**src/hw/itc_pkg.sv**
```systemverilog
// Constants and types for the interval timer counting element
package itc_pkg;

  // ==========================================================
  // Widths and reset values
  localparam int CNT_W = 16;
  localparam int BYTE_W = 8;
  localparam logic [15:0] CE_RESET = 16'h0000;
  localparam logic [15:0] CR_RESET = 16'h0000;
  localparam logic [15:0] CNT_ONE = 16'h0001;
  localparam logic [15:0] CNT_TWO = 16'h0002;
  localparam logic [1:0] STEP_ONE = 2'h1;
  localparam logic [1:0] STEP_TWO = 2'h2;
  localparam logic [4:0] BCD_TEN = 5'h0A;
  localparam int BCD_DIGITS = 4;
  localparam logic OUT_RESET = 1'b1;

  // ==========================================================
  // Modes, count formats, sequencer states
  typedef enum logic [2:0] {
    ITC_MODE0 = 3'h0,
    ITC_MODE1 = 3'h1,
    ITC_MODE2 = 3'h2,
    ITC_MODE3 = 3'h3,
    ITC_MODE4 = 3'h4,
    ITC_MODE5 = 3'h5
  } itc_mode_t;

  localparam itc_mode_t MODE_RESET = ITC_MODE0;

  typedef enum logic [1:0] {
    ITC_FMT_LATCH = 2'h0,
    ITC_FMT_LSB = 2'h1,
    ITC_FMT_MSB = 2'h2,
    ITC_FMT_BOTH = 2'h3
  } itc_fmt_t;

  localparam itc_fmt_t FMT_RESET = ITC_FMT_LSB;

  typedef enum logic [2:0] {
    ITC_ST_IDLE = 3'b001,
    ITC_ST_WAIT = 3'b010,
    ITC_ST_RUN = 3'b100
  } itc_state_t;

  // ==========================================================
  // Host write port carried as one bundle
  typedef struct packed {
    logic ctl_wr;
    logic cnt_wr;
    logic [2:0] mode;
    itc_fmt_t fmt;
    logic bcd;
    logic [7:0] data;
  } itc_host_t;

endpackage

```
**src/hw/itc_channel.sv**
```systemverilog
// One interval timer channel: counting element, gate and output logic
`timescale 1ns/1ps
// ==========================================================
// Summary of operation
// - Clock pulse is rise then fall; gate rise triggers
// - Mode 0: control drops out, high after N+1
// - Mode 0: out stays high until rewritten
// - Mode 0: load with gate low, count later
// - Mode 0: first of two bytes halts, drops out
// - Mode 1: trigger loads, low N pulses
// - Mode 1: new count waits for retrigger
// - Mode 2: divide by N, one-pulse low
// - Mode 2: gate low forces high, trigger reloads
// - Mode 2: first low pulse N after write
// - Mode 2: new count at trigger or cycle end
// - Mode 3: square wave, gate low forces high
// - Mode 3: new count at trigger or half-end
// - Mode 3 even: step two, toggle at zero
// - Mode 3 odd: high (N+1)/2, low (N-1)/2
// - Mode 3 may start low after control
// - Mode 4: count write triggers, strobe after N+1
// - Mode 4: gate low at strobe holds low
// - Mode 4: two-byte count loads after second byte
// - Mode 5: gate rise retriggers, strobe after N+1
// - Load and decrement on fall; gate on rise
// - Control write resets logic, sets out immediately
// - One-shot modes wrap; periodic modes reload
module itc_channel
  import itc_pkg::*;
(
  input wire logic ref_clk,
  input wire logic rst,
  input wire logic cnt_clk_pin,
  input wire logic gate_pin,
  input wire itc_host_t host,
  output logic out,
  output logic [15:0] count_value
);

  // ==========================================================
  // Helpers
  function automatic itc_mode_t norm_mode(input logic [2:0] m);
    if (m[1]) begin
      return itc_mode_t'({1'b0, m[1:0]});
    end
    return itc_mode_t'(m);
  endfunction

  function automatic logic [15:0] cnt_dec(input logic [15:0] v, input logic [1:0] step,
                                          input logic b);
    logic [15:0] r;
    logic [4:0] dig;
    logic [1:0] brw;
    r = v;
    brw = step;
    if (!b) begin
      return v - {14'h0000, step};
    end
    for (int i = 0; i < BCD_DIGITS; i++) begin
      dig = {1'b0, v[i*4 +: 4]} - {3'h0, brw};
      if (dig[4]) begin
        r[i*4 +: 4] = 4'(dig + BCD_TEN);
        brw = STEP_ONE;
      end else begin
        r[i*4 +: 4] = dig[3:0];
        brw = 2'h0;
      end
    end
    return r;
  endfunction

  // ==========================================================
  // Pin synchronisers and clock-pulse edges
  logic [1:0] clk_sync;
  logic [1:0] gate_sync;
  logic clk_prev;
  logic clk_rise;
  logic clk_fall;
  logic gate_smp;
  logic trig_pend;

  always_ff @(posedge ref_clk) begin
    if (rst) begin
      clk_sync <= 2'h0;
      gate_sync <= 2'h0;
      clk_prev <= 1'b0;
    end else begin
      clk_sync <= {clk_sync[0], cnt_clk_pin};
      gate_sync <= {gate_sync[0], gate_pin};
      clk_prev <= clk_sync[1];
    end
  end

  assign clk_rise = clk_sync[1] & ~clk_prev;
  assign clk_fall = ~clk_sync[1] & clk_prev;

  // Gate level only changes at the rising edge of the counter clock
  always_ff @(posedge ref_clk) begin
    if (rst) begin
      gate_smp <= 1'b0;
    end else if (clk_rise) begin
      gate_smp <= gate_sync[1];
    end
  end

  // Trigger held from the rising edge until the falling edge that consumes it
  always_ff @(posedge ref_clk) begin
    if (rst) begin
      trig_pend <= 1'b0;
    end else if (clk_rise && gate_sync[1] && !gate_smp) begin
      trig_pend <= 1'b1;
    end else if (clk_fall || host.ctl_wr) begin
      trig_pend <= 1'b0;
    end
  end

  // ==========================================================
  // Count register
  itc_mode_t mode;
  itc_fmt_t fmt;
  logic bcd;
  logic [15:0] cr;
  logic cnt_ready;
  logic msb_next;
  logic byte_hold;
  logic first_byte;
  logic cnt_done;
  logic take;

  assign first_byte = host.cnt_wr && (fmt == ITC_FMT_BOTH) && !msb_next;
  assign cnt_done = host.cnt_wr && ((fmt != ITC_FMT_BOTH) || msb_next);

  always_ff @(posedge ref_clk) begin
    if (rst) begin
      cr <= CR_RESET;
      cnt_ready <= 1'b0;
      msb_next <= 1'b0;
      byte_hold <= 1'b0;
    end else if (host.ctl_wr) begin
      cnt_ready <= 1'b0;
      msb_next <= 1'b0;
      byte_hold <= 1'b0;
    end else if (host.cnt_wr) begin
      case (fmt)
        ITC_FMT_LSB: begin
          cr <= {8'h00, host.data};
          cnt_ready <= 1'b1;
        end
        ITC_FMT_MSB: begin
          cr <= {host.data, 8'h00};
          cnt_ready <= 1'b1;
        end
        ITC_FMT_BOTH: begin
          if (!msb_next) begin
            cr[7:0] <= host.data;
            msb_next <= 1'b1;
            byte_hold <= (mode == ITC_MODE0);
          end else begin
            cr[15:8] <= host.data;
            msb_next <= 1'b0;
            byte_hold <= 1'b0;
            cnt_ready <= 1'b1;
          end
        end
        default: begin
          cnt_ready <= cnt_ready;
        end
      endcase
    end else if (take) begin
      cnt_ready <= 1'b0;
    end
  end

  // ==========================================================
  // Load and reload decisions
  itc_state_t state;
  logic [15:0] ce;
  logic out_q;
  logic cur_odd;
  logic odd_extra;
  logic load_now;
  logic half_end;
  logic cycle_end;
  logic is_periodic;

  assign is_periodic = (mode == ITC_MODE2) || (mode == ITC_MODE3);
  // Odd counts spend one extra pulse at zero while high
  assign half_end = odd_extra || ((ce == CNT_TWO) && !(out_q && cur_odd));

  always_comb begin
    case (mode)
      ITC_MODE0, ITC_MODE4: load_now = clk_fall && cnt_ready;
      ITC_MODE1, ITC_MODE5: load_now = clk_fall && trig_pend && (state != ITC_ST_IDLE);
      ITC_MODE2, ITC_MODE3: load_now = clk_fall && gate_smp
        && ((cnt_ready && (state == ITC_ST_WAIT)) || (trig_pend && (state != ITC_ST_IDLE)));
      default: load_now = 1'b0;
    endcase
    cycle_end = clk_fall && gate_smp && (state == ITC_ST_RUN) && !load_now
      && (((mode == ITC_MODE2) && (ce == CNT_ONE)) || ((mode == ITC_MODE3) && half_end));
    take = load_now || cycle_end;
  end

  // ==========================================================
  // Counting element, output and sequencer state
  always_ff @(posedge ref_clk) begin
    if (rst) begin
      state <= ITC_ST_IDLE;
      ce <= CE_RESET;
      out_q <= OUT_RESET;
      cur_odd <= 1'b0;
      odd_extra <= 1'b0;
      mode <= MODE_RESET;
      fmt <= FMT_RESET;
      bcd <= 1'b0;
    end else if (host.ctl_wr) begin
      mode <= norm_mode(host.mode);
      fmt <= host.fmt;
      bcd <= host.bcd;
      state <= ITC_ST_IDLE;
      odd_extra <= 1'b0;
      case (norm_mode(host.mode))
        ITC_MODE0: out_q <= 1'b0;
        // A repeated mode 3 control byte is what brings the output up
        ITC_MODE3: out_q <= (mode == ITC_MODE3);
        default: out_q <= 1'b1;
      endcase
    end else begin
      if (clk_fall) begin
        case (mode)
          ITC_MODE0, ITC_MODE4: begin
            if (load_now) begin
              ce <= cr;
              state <= ITC_ST_RUN;
              if (mode == ITC_MODE4) begin
                out_q <= 1'b1;
              end
            end else if ((state != ITC_ST_IDLE) && gate_smp && !byte_hold) begin
              ce <= cnt_dec(ce, STEP_ONE, bcd);
              if (mode == ITC_MODE0) begin
                if ((ce == CNT_ONE) && (state == ITC_ST_RUN)) begin
                  out_q <= 1'b1;
                end
              end else if ((ce == CNT_ONE) && (state == ITC_ST_RUN)) begin
                out_q <= 1'b0;
                state <= ITC_ST_WAIT;
              end else begin
                out_q <= 1'b1;
              end
            end
            // Gate low across the strobe leaves the output low
          end
          ITC_MODE1, ITC_MODE5: begin
            if (load_now) begin
              ce <= cr;
              state <= ITC_ST_RUN;
              out_q <= (mode == ITC_MODE5);
            end else if (state != ITC_ST_IDLE) begin
              ce <= cnt_dec(ce, STEP_ONE, bcd);
              if ((ce == CNT_ONE) && (state == ITC_ST_RUN)) begin
                state <= ITC_ST_WAIT;
                out_q <= (mode == ITC_MODE1);
              end else begin
                out_q <= (mode == ITC_MODE5) ? 1'b1 : out_q;
              end
            end
          end
          ITC_MODE2: begin
            if (load_now) begin
              ce <= cr;
              state <= ITC_ST_RUN;
              out_q <= 1'b1;
            end else if (cycle_end) begin
              ce <= cr;
              out_q <= 1'b1;
            end else if ((state == ITC_ST_RUN) && gate_smp) begin
              ce <= cnt_dec(ce, STEP_ONE, bcd);
              out_q <= (ce != CNT_TWO);
            end
          end
          ITC_MODE3: begin
            if (load_now) begin
              ce <= {cr[15:1], 1'b0};
              cur_odd <= cr[0];
              odd_extra <= 1'b0;
              state <= ITC_ST_RUN;
            end else if (cycle_end) begin
              out_q <= !out_q;
              ce <= {cr[15:1], 1'b0};
              cur_odd <= cr[0];
              odd_extra <= 1'b0;
            end else if ((state == ITC_ST_RUN) && gate_smp) begin
              if ((ce == CNT_TWO) && out_q && cur_odd) begin
                ce <= CE_RESET;
                odd_extra <= 1'b1;
              end else begin
                ce <= cnt_dec(ce, STEP_TWO, bcd);
              end
            end
          end
          default: begin
            state <= ITC_ST_IDLE;
          end
        endcase
      end
      // Gate seen low at a counter clock rise in the periodic modes forces the output high
      if (clk_rise && !gate_sync[1] && is_periodic) begin
        out_q <= 1'b1;
      end
      if (first_byte && (mode == ITC_MODE0)) begin
        out_q <= 1'b0;
      end
      if (cnt_done) begin
        if (mode == ITC_MODE0) begin
          out_q <= 1'b0;
        end
        if (state == ITC_ST_IDLE) begin
          state <= ITC_ST_WAIT;
        end
      end
    end
  end

  always_ff @(posedge ref_clk) begin
    if (rst) begin
      count_value <= CE_RESET;
    end else begin
      count_value <= ce;
    end
  end

  assign out = out_q;
endmodule

```
**config.mk**
```make
export PLATFORM = sky130hd
export DESIGN_NAME = itc_channel
export DESIGN_NICKNAME = d
export VERILOG_FILES = /design/src/hw/itc_pkg.sv /design/src/hw/itc_channel.sv
export SDC_FILE = /design/constraint.sdc
export NUM_CORES = 1
export LEC_CHECK = 0
export ABC_CLOCK_PERIOD_IN_PS = 5400
export BUFFER_PORTS_ARGS = -buffer_cell sky130_fd_sc_hd__buf_4
export CAP_MARGIN = 5
export CORE_UTILIZATION = 50
export CTS_CLUSTER_DIAMETER = 100
export DETAILED_ROUTE_END_ITERATION = 12
export PLACE_DENSITY = 0.79
export SKIP_CTS_REPAIR_TIMING = 1
export SLEW_MARGIN = 20
export SYNTH_ARGS = -nofsm -noshare
export SYNTH_HDL_FRONTEND = slang
export SYNTH_SLANG_ARGS = --single-unit
```
**constraint.sdc**
```tcl
create_clock -name ref_clk -period 5.4 [get_ports ref_clk]
set_input_delay 0 -clock ref_clk [delete_from_list [all_inputs] [get_ports ref_clk]]
set_output_delay 0 -clock ref_clk [all_outputs]
set_load 0.05 [all_outputs]
```
==> results of run 1 <==
==> synth_stat cells, drive strengths merged, types with 7 or more instances <==
master   n  area, µm²
dfxtp   70       1400
nand2   53        199
nor2    48        180
a21oi   37        185
nand3   30        150
clkbuf  28        105
ha      27        338
o21ai   26        130
inv     25       93.8
xnor2   24        210
nor2b   18        113
a221oi  15        131
nor3    13       75.1
buf     12       68.8
nand2b  12       75.1
mux2i   11        110
o211ai  11       82.6
nor3b   10       90.1
xor2    10       87.6
a22oi    8       60.1
a31oi    8       50.1
and2     8       50.1
nor4     8       86.3
nand4    7       43.8
==> cell usage in the layout, fill, tap and decap left out, drive strengths merged, types with 8 or more instances in the layout <==
master and instances:
a21oi 37, a221oi 15, a22oi 8, a31oi 8, and2 8, buf 39
clkbuf 9, dfxtp 70, dlygate4sd3 17, ha 27, inv 25, mux2i 11
nand2 53, nand2b 12, nand3 30, nor2 48, nor2b 18, nor3 13
nor3b 10, nor4 8, o211ai 11, o21ai 26, xnor2 24, xor2 10
==> final cells by class <==
cell class / count / area [µm²] / share of cell area, %
Timing Repair Buffer: 56 / 463 / 8.47
Clock inverter: 6 / 87.6 / 1.60
Tap cell: 129 / 161 / 2.95
Inverter: 28 / 105 / 1.92
Sequential cell: 70 / 1400 / 25.6
Multi-Input combinational cell: 461 / 3120 / 57.2
Clock buffer: 9 / 124 / 2.27
==> sequential cells by signal, summed over array words and instances (netlist names), 2 cells and up <==
signal,cells
fmt,2
clk_sync,2
ce,16
mode,3
count_value,16
state,3
cr,16
gate_sync,2
==> stage by stage <==
step	util, %	cells	power (µW)
after global placement	54.8	727	737
after CTS	57.0	742	1210
after detailed placement	54.8	727	742
after global routing	58.9	759	1270
final	58.9	759	1220
after floorplan	-	599	694
==> worst max-delay path by stage <==
stage,start,end,slack [ps],cells after the start
finish,ce[1],ce[15],680,20
global route,ce[1],ce[15],370,20
CTS,ce[1],ce[15],730,20
detailed placement,ce[1],ce[15],780,20
global placement,ce[1],ce[15],1050,20
floorplan,ce[1],ce[15],1400,20
==> power by group <==
part	internal [µW]	switching (µW)	leakage [µW]
clock network	257	216	0.0000973
registers	527	16.4	0.000568
logic	89.7	112	0.00149
total	874	345	0.00215
==> layer usage <==
| layer | global-route usage (%) | wire length (µm) | up-vias |
|---|---|---|---|
| li1 | - | - | 2235 |
| met1 | 36.7 | 5710 | 2190 |
| met2 | 41.4 | 5980 | 233 |
| met3 | 5.99 | 1060 | 32 |
| met4 | 8.81 | 308 | 0 |
| met5 | 0 | 0 | - |
==> logic make-up (layout without fill, tap and decap cells) <==
| logic type | count (synthesis) | count (layout) | synth area share [%] |
|---|---|---|---|
| buf+inv | 68 | 99 | 5.81 |
| flops | 70 | 70 | 29.2 |
| xor+xnor | 34 | 34 | 6.20 |
| fa+ha+maj | 27 | 27 | 7.03 |
| compound gates | 159 | 159 | 23.5 |
| mux | 12 | 12 | 2.53 |
| simple gates | 229 | 229 | 25.7 |
==> critical path: stages, from the launching register on <==
cell and delay, ps:
dfxtp_1 360, inv_1 190, ha_1 230, nor3b_2 440, ha_1 270, ha_1 250, and2_1 210, ha_1 210
ha_1 240, inv_1 90, nor3_1 270, ha_1 290, ha_1 260, xor2_1 100, ha_1 250, nand4bb_1 200
o211ai_1 100, o21ai_0 100, a32o_1 270, a21oi_1 140, a311oi_1 100
==> metrics.yaml, run 1 <==
clk_pin_slew_ps: 80
min_path_type: "primary input to register"
fin_area_mm2: 0.00547
synth_cell_type_count: 72
syn-instance-count: 599
rsz0062_at_grt: "no"
clock.fmax_mhz: 212
worst_setup_path_end_kind: "register"
reg2reg_slack_ps: 680
crit_required_ps: 5600
power_density_mw_per_mm2: 223
p_leak_uw: 0.00215
timing.final.ws_setup_ps: 676
die_w_um: 100
worstReg2RegEnd: "ce[15]"
htreeDepth: 3
die-height_um: 100
yosysSeqAreaShare_pct: 29.2
vias_per_cell: 6.18
diodes: 0
tns_ps: 0
outcome: "completed"
via_count: 4690
setup_viol: 0
async_reset_ff_share_pct: 0
clkSinkCount: 70
holdPathStages: 3
maxSlewViolCount: 0
finalCritPeriodShare_pct: 87.5
postSynthAreaPerCell_um2: 8.02
start_util_pct: 51.8
antenna_found_initial: 0
cts_buffers: 9
routed_wl_um: 13100
maxSlewHeadroom_pct: 31.9
layout.nets: 673
min-delay-start: "host[14]"
worstPathArrival_ps: 4920
synth_area_mm2: 0.00480
fp-row-count: 35
min_to: "state[0]"
ant_nets: 0
io_buffers: 36
grt_overflow: 0
io_pins: 37
firstDrtPassIters: 5
die-area_mm2: 0.0100
n_fill_cell: 860
cts_tree: "done"
placed_area_mm2: 0.00508
synth_edf_count: 0
wl_per_cell_um: 17.2
pre_cts_ws_ps: 779
synth-seq-cells: 70
syn2layout_area_growth_pct: 13.8
tightest_slew_ps: 1020
fin_skew_ps: 15.7
clock_latency_ps: 360
whs_ps: 75.5
drt_iter0_drc: 542
hold_viol_final: 0
dpl.hpwl_um: 9060
grt_max_degree: 62
track_usage_pct: 26.7
reg2regPathDepth: 20
core-area_mm2: 0.00928
fin_crit_ps: 4720
maxCapViolations: 0
ys_warn_count: 0
cts_buffer_depth: 2
place_congestion: 0.922
synth_ff_type: "dfxtp_1"
drc: 0
critPathLaunchType: "register"
drive_gt1_share_pct: 11.6
grt_pass1_wl_um: 21200
cts-root-buf: "clkbuf_8"
r2r-start: "ce[1]"
grt_pass1_vias: 4248
ir_drop_v: 0.000176
synth_fp_nets: 646
crit_type: "register to register"
cp_max_fo: 7
Power figures use the tool's default switching activity.
==> run 2, diff against run 1 <==
--- a/config.mk
+++ b/config.mk
@@ -10,6 +10,7 @@
 export CAP_MARGIN = 5
 export CORE_UTILIZATION = 50
 export CTS_CLUSTER_DIAMETER = 100
+export CTS_CLUSTER_SIZE = 14
 export DETAILED_ROUTE_END_ITERATION = 12
 export PLACE_DENSITY = 0.79
 export SKIP_CTS_REPAIR_TIMING = 1
==> constraint.sdc (replaced) <==
create_clock -name ref_clk -period 5.4 [get_ports ref_clk]
set_input_delay 0.81 -clock ref_clk [delete_from_list [all_inputs] [get_ports ref_clk]]
set_output_delay 0.81 -clock ref_clk [all_outputs]
set_load 0.05 [all_outputs]
==> run 2 against run 1 <==
Net effect: count of clock-buffer cells in the layout did not move; highest routed layer unchanged; clock skew fell by 1.3 ps; sequential power barely moved; clock power barely moved; final cell count fell by 2.2%; final area fell by 3.1%; flip-flop and latch count did not move; via count fell by 2.3%; largest power group unchanged.
==> metrics.yaml, run 2 (synthesis gave the netlist of run 1 again) <==
via_count: 4584  # -2.3%
clock.fmax_mhz: 212  # +0.27%
finalCritPeriodShare_pct: 87.3  # -0.23 points
pre_cts_ws_ps: 779  # unchanged
cts_buffer_depth: 2  # unchanged
setup_viol: 0  # unchanged
crit_required_ps: 5600  # about the same
clk_pin_slew_ps: 80  # about the same
vias_per_cell: 6.18  # about the same
min_path_type: "register to register"
cp.buffers_inverters: 2  # unchanged
rsz0062_at_grt: "no"
cpMaxStageDelayCell: "nor3b_2"
clkSinkCount: 70  # unchanged
timing.final.ws_setup_ps: 688  # +12.6 ps
final_common_cell: "dfxtp_1"
wl_per_cell_um: 17.2  # -0.25%
cp_top_family: "adder cells"
mostFrequentLayoutCells: "70 x dfxtp_1, 53 x nand2_1, 48 x nor2_1"
place_congestion: 0.922  # unchanged
ir_drop_v: 0.000161  # -8.7%
critPathLaunchType: "register"
drive_gt1_share_pct: 11.9  # +0.32 points
grt_overflow: 0  # unchanged
worst_setup_path_end_kind: "register"
routed_wl_um: 12700  # -2.5%
syn2layout_area_growth_pct: 10.2
track_usage_pct: 26.7  # unchanged
core-area_mm2: 0.00928  # unchanged
grt_pass1_vias: 4248  # unchanged
worstPathArrival_ps: 4910  # about the same
diodes: 0  # unchanged
antenna_found_initial: 0  # unchanged
drc: 0  # unchanged
fp-row-count: 35  # unchanged
clock_latency_ps: 350  # about the same
fin_crit_ps: 4710  # -12.6 ps
final_util_pct: 57.0  # -1.8 points
layout.nets: 656  # -2.5%
cts_tree: "done"
crit_top_cell: "ha_1"
maxSlewHeadroom_pct: 32.5  # +0.62 points
grt_max_degree: 62  # unchanged
cts_buffers: 9  # unchanged
crit_type: "register to register"
dpl.hpwl_um: 9060  # unchanged
cts-root-buf: "clkbuf_8"
ant_nets: 0  # unchanged
p_leak_uw: 0.00208  # -3.3%
io_buffers: 36  # unchanged
top_regs: "ce x16, count_value x16, cr x16"
start_util_pct: 51.8  # unchanged
die-height_um: 100  # unchanged
htreeDepth: 3  # unchanged
tightest_slew_ps: 1010  # -9.27 ps
outcome: "completed"
critical_path.max_stage_delay_ps: 440  # about the same
maxSlewViolCount: 0  # unchanged
drt_iter0_drc: 510  # -5.9%
firstDrtPassIters: 5  # unchanged
power_density_mw_per_mm2: 228  # +2.2%
die_w_um: 100  # unchanged
cp_max_fo: 7  # unchanged
tns_ps: 0  # unchanged
maxCapViolations: 0  # unchanged
hold_viol_final: 0  # unchanged
io_pins: 37  # unchanged
path_cells: "inv_1 -> ha_1 -> nor3b_2 -> ha_1 -> ha_1 -> and2_1 -> ha_1 -> ha_1 -> inv_1 -> nor3_1 -> ha_1 -> ha_1 -> xor2_1 -> ha_1 -> nand4bb_1 -> o211ai_1 -> o21ai_0 -> a32o_1 -> a21oi_1 -> a311oi_1"
grt_pass1_wl_um: 21200  # unchanged
fin_skew_ps: 14.4  # -1.31 ps
die-area_mm2: 0.0100  # unchanged
## run 2: where the power goes
| part | leakage [µW] | internal [µW] | switching [µW] | total [µW] |
|---|---|---|---|---|
| logic | 0.00142 | 81.7 | 110 | 191 |
| registers | 0.000568 | 527 | 16.3 | 544 |
| clock network | 0.0000973 | 257 | 215 | 471 |
| total | 0.00208 | 866 | 341 | 1210 |
## run 2: per-stage QoR
step	instances	instance area (µm²)	hold WS, ps	power (µW)
finish	742	5300	446	1210
global route	742	5300	459	1260
CTS	742	5300	446	1210
detailed placement	727	5080	426	742
global placement	727	5080	416	737
floorplan	599	4800	414	694
## run 2: final cells by class
class / count / area [µm²]
repair buffers: 39 / 293
well taps: 129 / 161
multi-input cells: 461 / 3120
inverters: 28 / 105
clock inverters: 6 / 87.6
flip-flops and latches: 70 / 1400
clock buffers: 9 / 124
fillers: 881 / 3990
## run 2: worst reg2reg max path: cells and delay by family (launching register included)
family                     cells  cell delay (ps)
buffers and inverters          2              280
and+or+nand+nor                4             1110
adders and majority gates      8             2000
xor gates and xnor gates       1              100
DFF                            1              360
AOI/OAI and AO/OA              5              720
## run 2: path summary, 6_finish.rpt
kind	from	endpoint	slack (ps)	depth (start not counted)
worst min-delay path	gate_sync[0]	gate_sync[1]	450	1
worst min register to register	gate_sync[0]	gate_sync[1]	450	1
worst max-delay path	ce[1]	ce[15]	690	20
worst max register to register	ce[1]	ce[15]	690	20
## run 2: routing by layer
metal / global-route usage, % / part of all wire [%] / up-vias
met4: 8.81 / 2.2 / 0
li1: - / - / 2198
met1: 36.7 / 44 / 2149
met2: 41.4 / 46 / 210
met5: 0 / 0 / -
met3: 5.99 / 8.4 / 27
==> run 3, diff against run 2 <==
--- a/config.mk
+++ b/config.mk
@@ -8,12 +8,11 @@
 export ABC_CLOCK_PERIOD_IN_PS = 5400
 export BUFFER_PORTS_ARGS = -buffer_cell sky130_fd_sc_hd__buf_4
 export CAP_MARGIN = 5
+export CORE_MARGIN = 2
 export CORE_UTILIZATION = 50
-export CTS_CLUSTER_DIAMETER = 100
 export CTS_CLUSTER_SIZE = 14
 export DETAILED_ROUTE_END_ITERATION = 12
 export PLACE_DENSITY = 0.79
-export SKIP_CTS_REPAIR_TIMING = 1
 export SLEW_MARGIN = 20
 export SYNTH_ARGS = -nofsm -noshare
 export SYNTH_HDL_FRONTEND = slang
==> run 3 against run 2 <==
Net effect: register-to-register slack gained 40 ps; count of clock-buffer cells in the layout stayed put; global-route usage shrank 1.3 points; via count shrank 0.46%; first-iteration DRC count fell by 15%; fmax rose by 0.96%; flip-flop and latch count is the same; clock skew down 2.3 ps; setup slack improved by 45 ps; largest power group unchanged.
==> metrics.yaml, run 3 (synthesis gave the netlist of run 1 again) <==
drive_gt1_share_pct: 11.9  # unchanged
drt_iter0_drc: 436  # -15%
wl_per_cell_um: 17.2  # about the same
clkSinkCount: 70  # unchanged
cp_max_fo: 7  # unchanged
min-delay-start: "gate_sync[0]"
dpl.hpwl_um: 9100  # +0.43%
fp-row-count: 35  # unchanged
cts_buffers: 9  # unchanged
placed_area_mm2: 0.00508  # unchanged
min_path_type: "register to register"
cts-root-buf: "clkbuf_8"
setup_viol: 0  # unchanged
tightest_slew_ps: 998  # -9.19 ps
maxSlewViolCount: 0  # unchanged
path_cells: "inv_1 -> ha_1 -> nor3b_2 -> ha_1 -> ha_1 -> and2_1 -> ha_1 -> ha_1 -> inv_1 -> nor3_1 -> ha_1 -> ha_1 -> xor2_1 -> ha_1 -> nand4bb_1 -> o211ai_1 -> o21ai_0 -> a32o_1 -> a21oi_1 -> a311oi_1"
ir_drop_v: 0.000161  # +0.47%
vias_per_cell: 6.15  # -0.46%
crit_top_cell: "ha_1"
via_count: 4563  # -0.46%
cts_buffer_depth: 2  # unchanged
die_w_um: 102  # +2.0%
io_buffers: 36  # unchanged
core-area_mm2: 0.00928  # unchanged
power_density_mw_per_mm2: 227  # -0.48%
grt_pass1_vias: 4178  # -1.6%
clock_latency_ps: 360  # about the same
ctsResizeCount: 0
hold_buffers: 0
crit_type: "register to register"
pre_cts_ws_ps: 802  # +23.2 ps
timing.final.ws_setup_ps: 733  # +44.6 ps
grt_overflow: 0  # unchanged
mostFrequentLayoutCells: "70 x dfxtp_1, 53 x nand2_1, 48 x nor2_1"
p_leak_uw: 0.00210  # +0.56%
place_congestion: 0.908  # -1.5%
htreeDepth: 3  # unchanged
drc: 0  # unchanged
outcome: "completed"
final_common_cell: "dfxtp_1"
firstDrtPassIters: 5  # unchanged
ant_nets: 0  # unchanged
layout.nets: 656  # unchanged
reg2reg_slack_ps: 730  # +40 ps
fin_area_mm2: 0.00530  # unchanged
fin_skew_ps: 12.1  # -2.29 ps
worst_setup_path_end_kind: "register"
min_to: "gate_sync[1]"
diodes: 0  # unchanged
syn2layout_area_growth_pct: 10.2  # unchanged
worstReg2RegEnd: "ce[15]"
rsz0062_at_grt: "no"
post_cts_buffers: 0
finalCritPeriodShare_pct: 86.4  # -0.83 points
antenna_found_initial: 0  # unchanged
grt_max_degree: 62  # unchanged
start_util_pct: 51.8  # unchanged
tns_ps: 0  # unchanged
r2r-start: "ce[1]"
dp.cells: 727  # unchanged
cpMaxStageDelayCell: "nor3b_2"
stdcell_count: 742  # unchanged
clk_pin_slew_ps: 70  # about the same
maxCapViolations: 0  # unchanged
hold_viol_final: 0  # unchanged
die-height_um: 102  # +2.0%
grt_pass1_wl_um: 21000  # -1.2%
crit_required_ps: 5600  # about the same
maxSlewHeadroom_pct: 33.1  # +0.62 points
worstPathArrival_ps: 4870  # -40 ps
track_usage_pct: 25.4  # -1.3 points
critical_path.max_stage_delay_ps: 420  # -20 ps
die-area_mm2: 0.0104  # +4.0%
critPathLaunchType: "register"
holdPathStages: 1  # unchanged
cts_tree: "done"
io_pins: 37  # unchanged
top_regs: "ce x16, count_value x16, cr x16"
fin_crit_ps: 4670  # -44.6 ps
startpoint: "ce[1]"
clock.fmax_mhz: 214  # +0.96%
reg2regPathDepth: 20  # unchanged
routed_wl_um: 12700  # about the same
[run 3: cell types whose count changed in the layout (fill, tap and decap cells not counted), sizes merged]
cell	previous run	this run
clkinv	4	7
clkinvlp	3	0
[run 3: worst max path at each step]
stage                   to  cells past startpoint
floorplan           ce[15]                     20
global placement    ce[15]                     20
detailed placement  ce[15]                     20
CTS                 ce[15]                     20
global route        ce[15]                     20
finish              ce[15]                     20
[run 3: worst max-delay path, delay by kind of cell (launching register included)]
kind,cells,cell delay (ps)
buffers and inverters,2,260
flip-flops,1,360
AO/OA/AOI/OAI,5,730
AND/OR/NAND/NOR,4,1060
adder cells (fa/ha/maj),8,2000
XOR/XNOR,1,90
[run 3: final cells by class]
| class | instances | area [µm²] |
|---|---|---|
| fill | 889 | 3990 |
| multi-input combinational | 461 | 3120 |
| sequential | 70 | 1400 |
| timing repair buffer | 39 | 293 |
| tap | 129 | 161 |
| clock buffer | 9 | 124 |
| inverter | 28 | 105 |
| clock inverter | 6 | 87.6 |
[run 3: metrics by stage]
step / util (%) / hold slack (ps) / total power [µW]
floorplan: - / 414 / 694
global placement: 54.8 / 416 / 738
detailed placement: 54.8 / 434 / 743
CTS: 57.0 / 453 / 1200
global route: 57.0 / 463 / 1250
finish: 57.0 / 446 / 1200
[run 3: where the power goes]
group | switching, µW | internal [µW] | leakage (µW)
sequential | 16.5 | 527 | 0.000568
combinational | 110 | 82.0 | 0.00142
clock | 207 | 257 | 0.000109
total | 334 | 867 | 0.00210
[run 3: routing by layer]
layer	track usage, %	wire (µm)
met3	3.21	1040
met2	41.1	5900
met4	9.03	317
met1	34.9	5490
met5	0	0
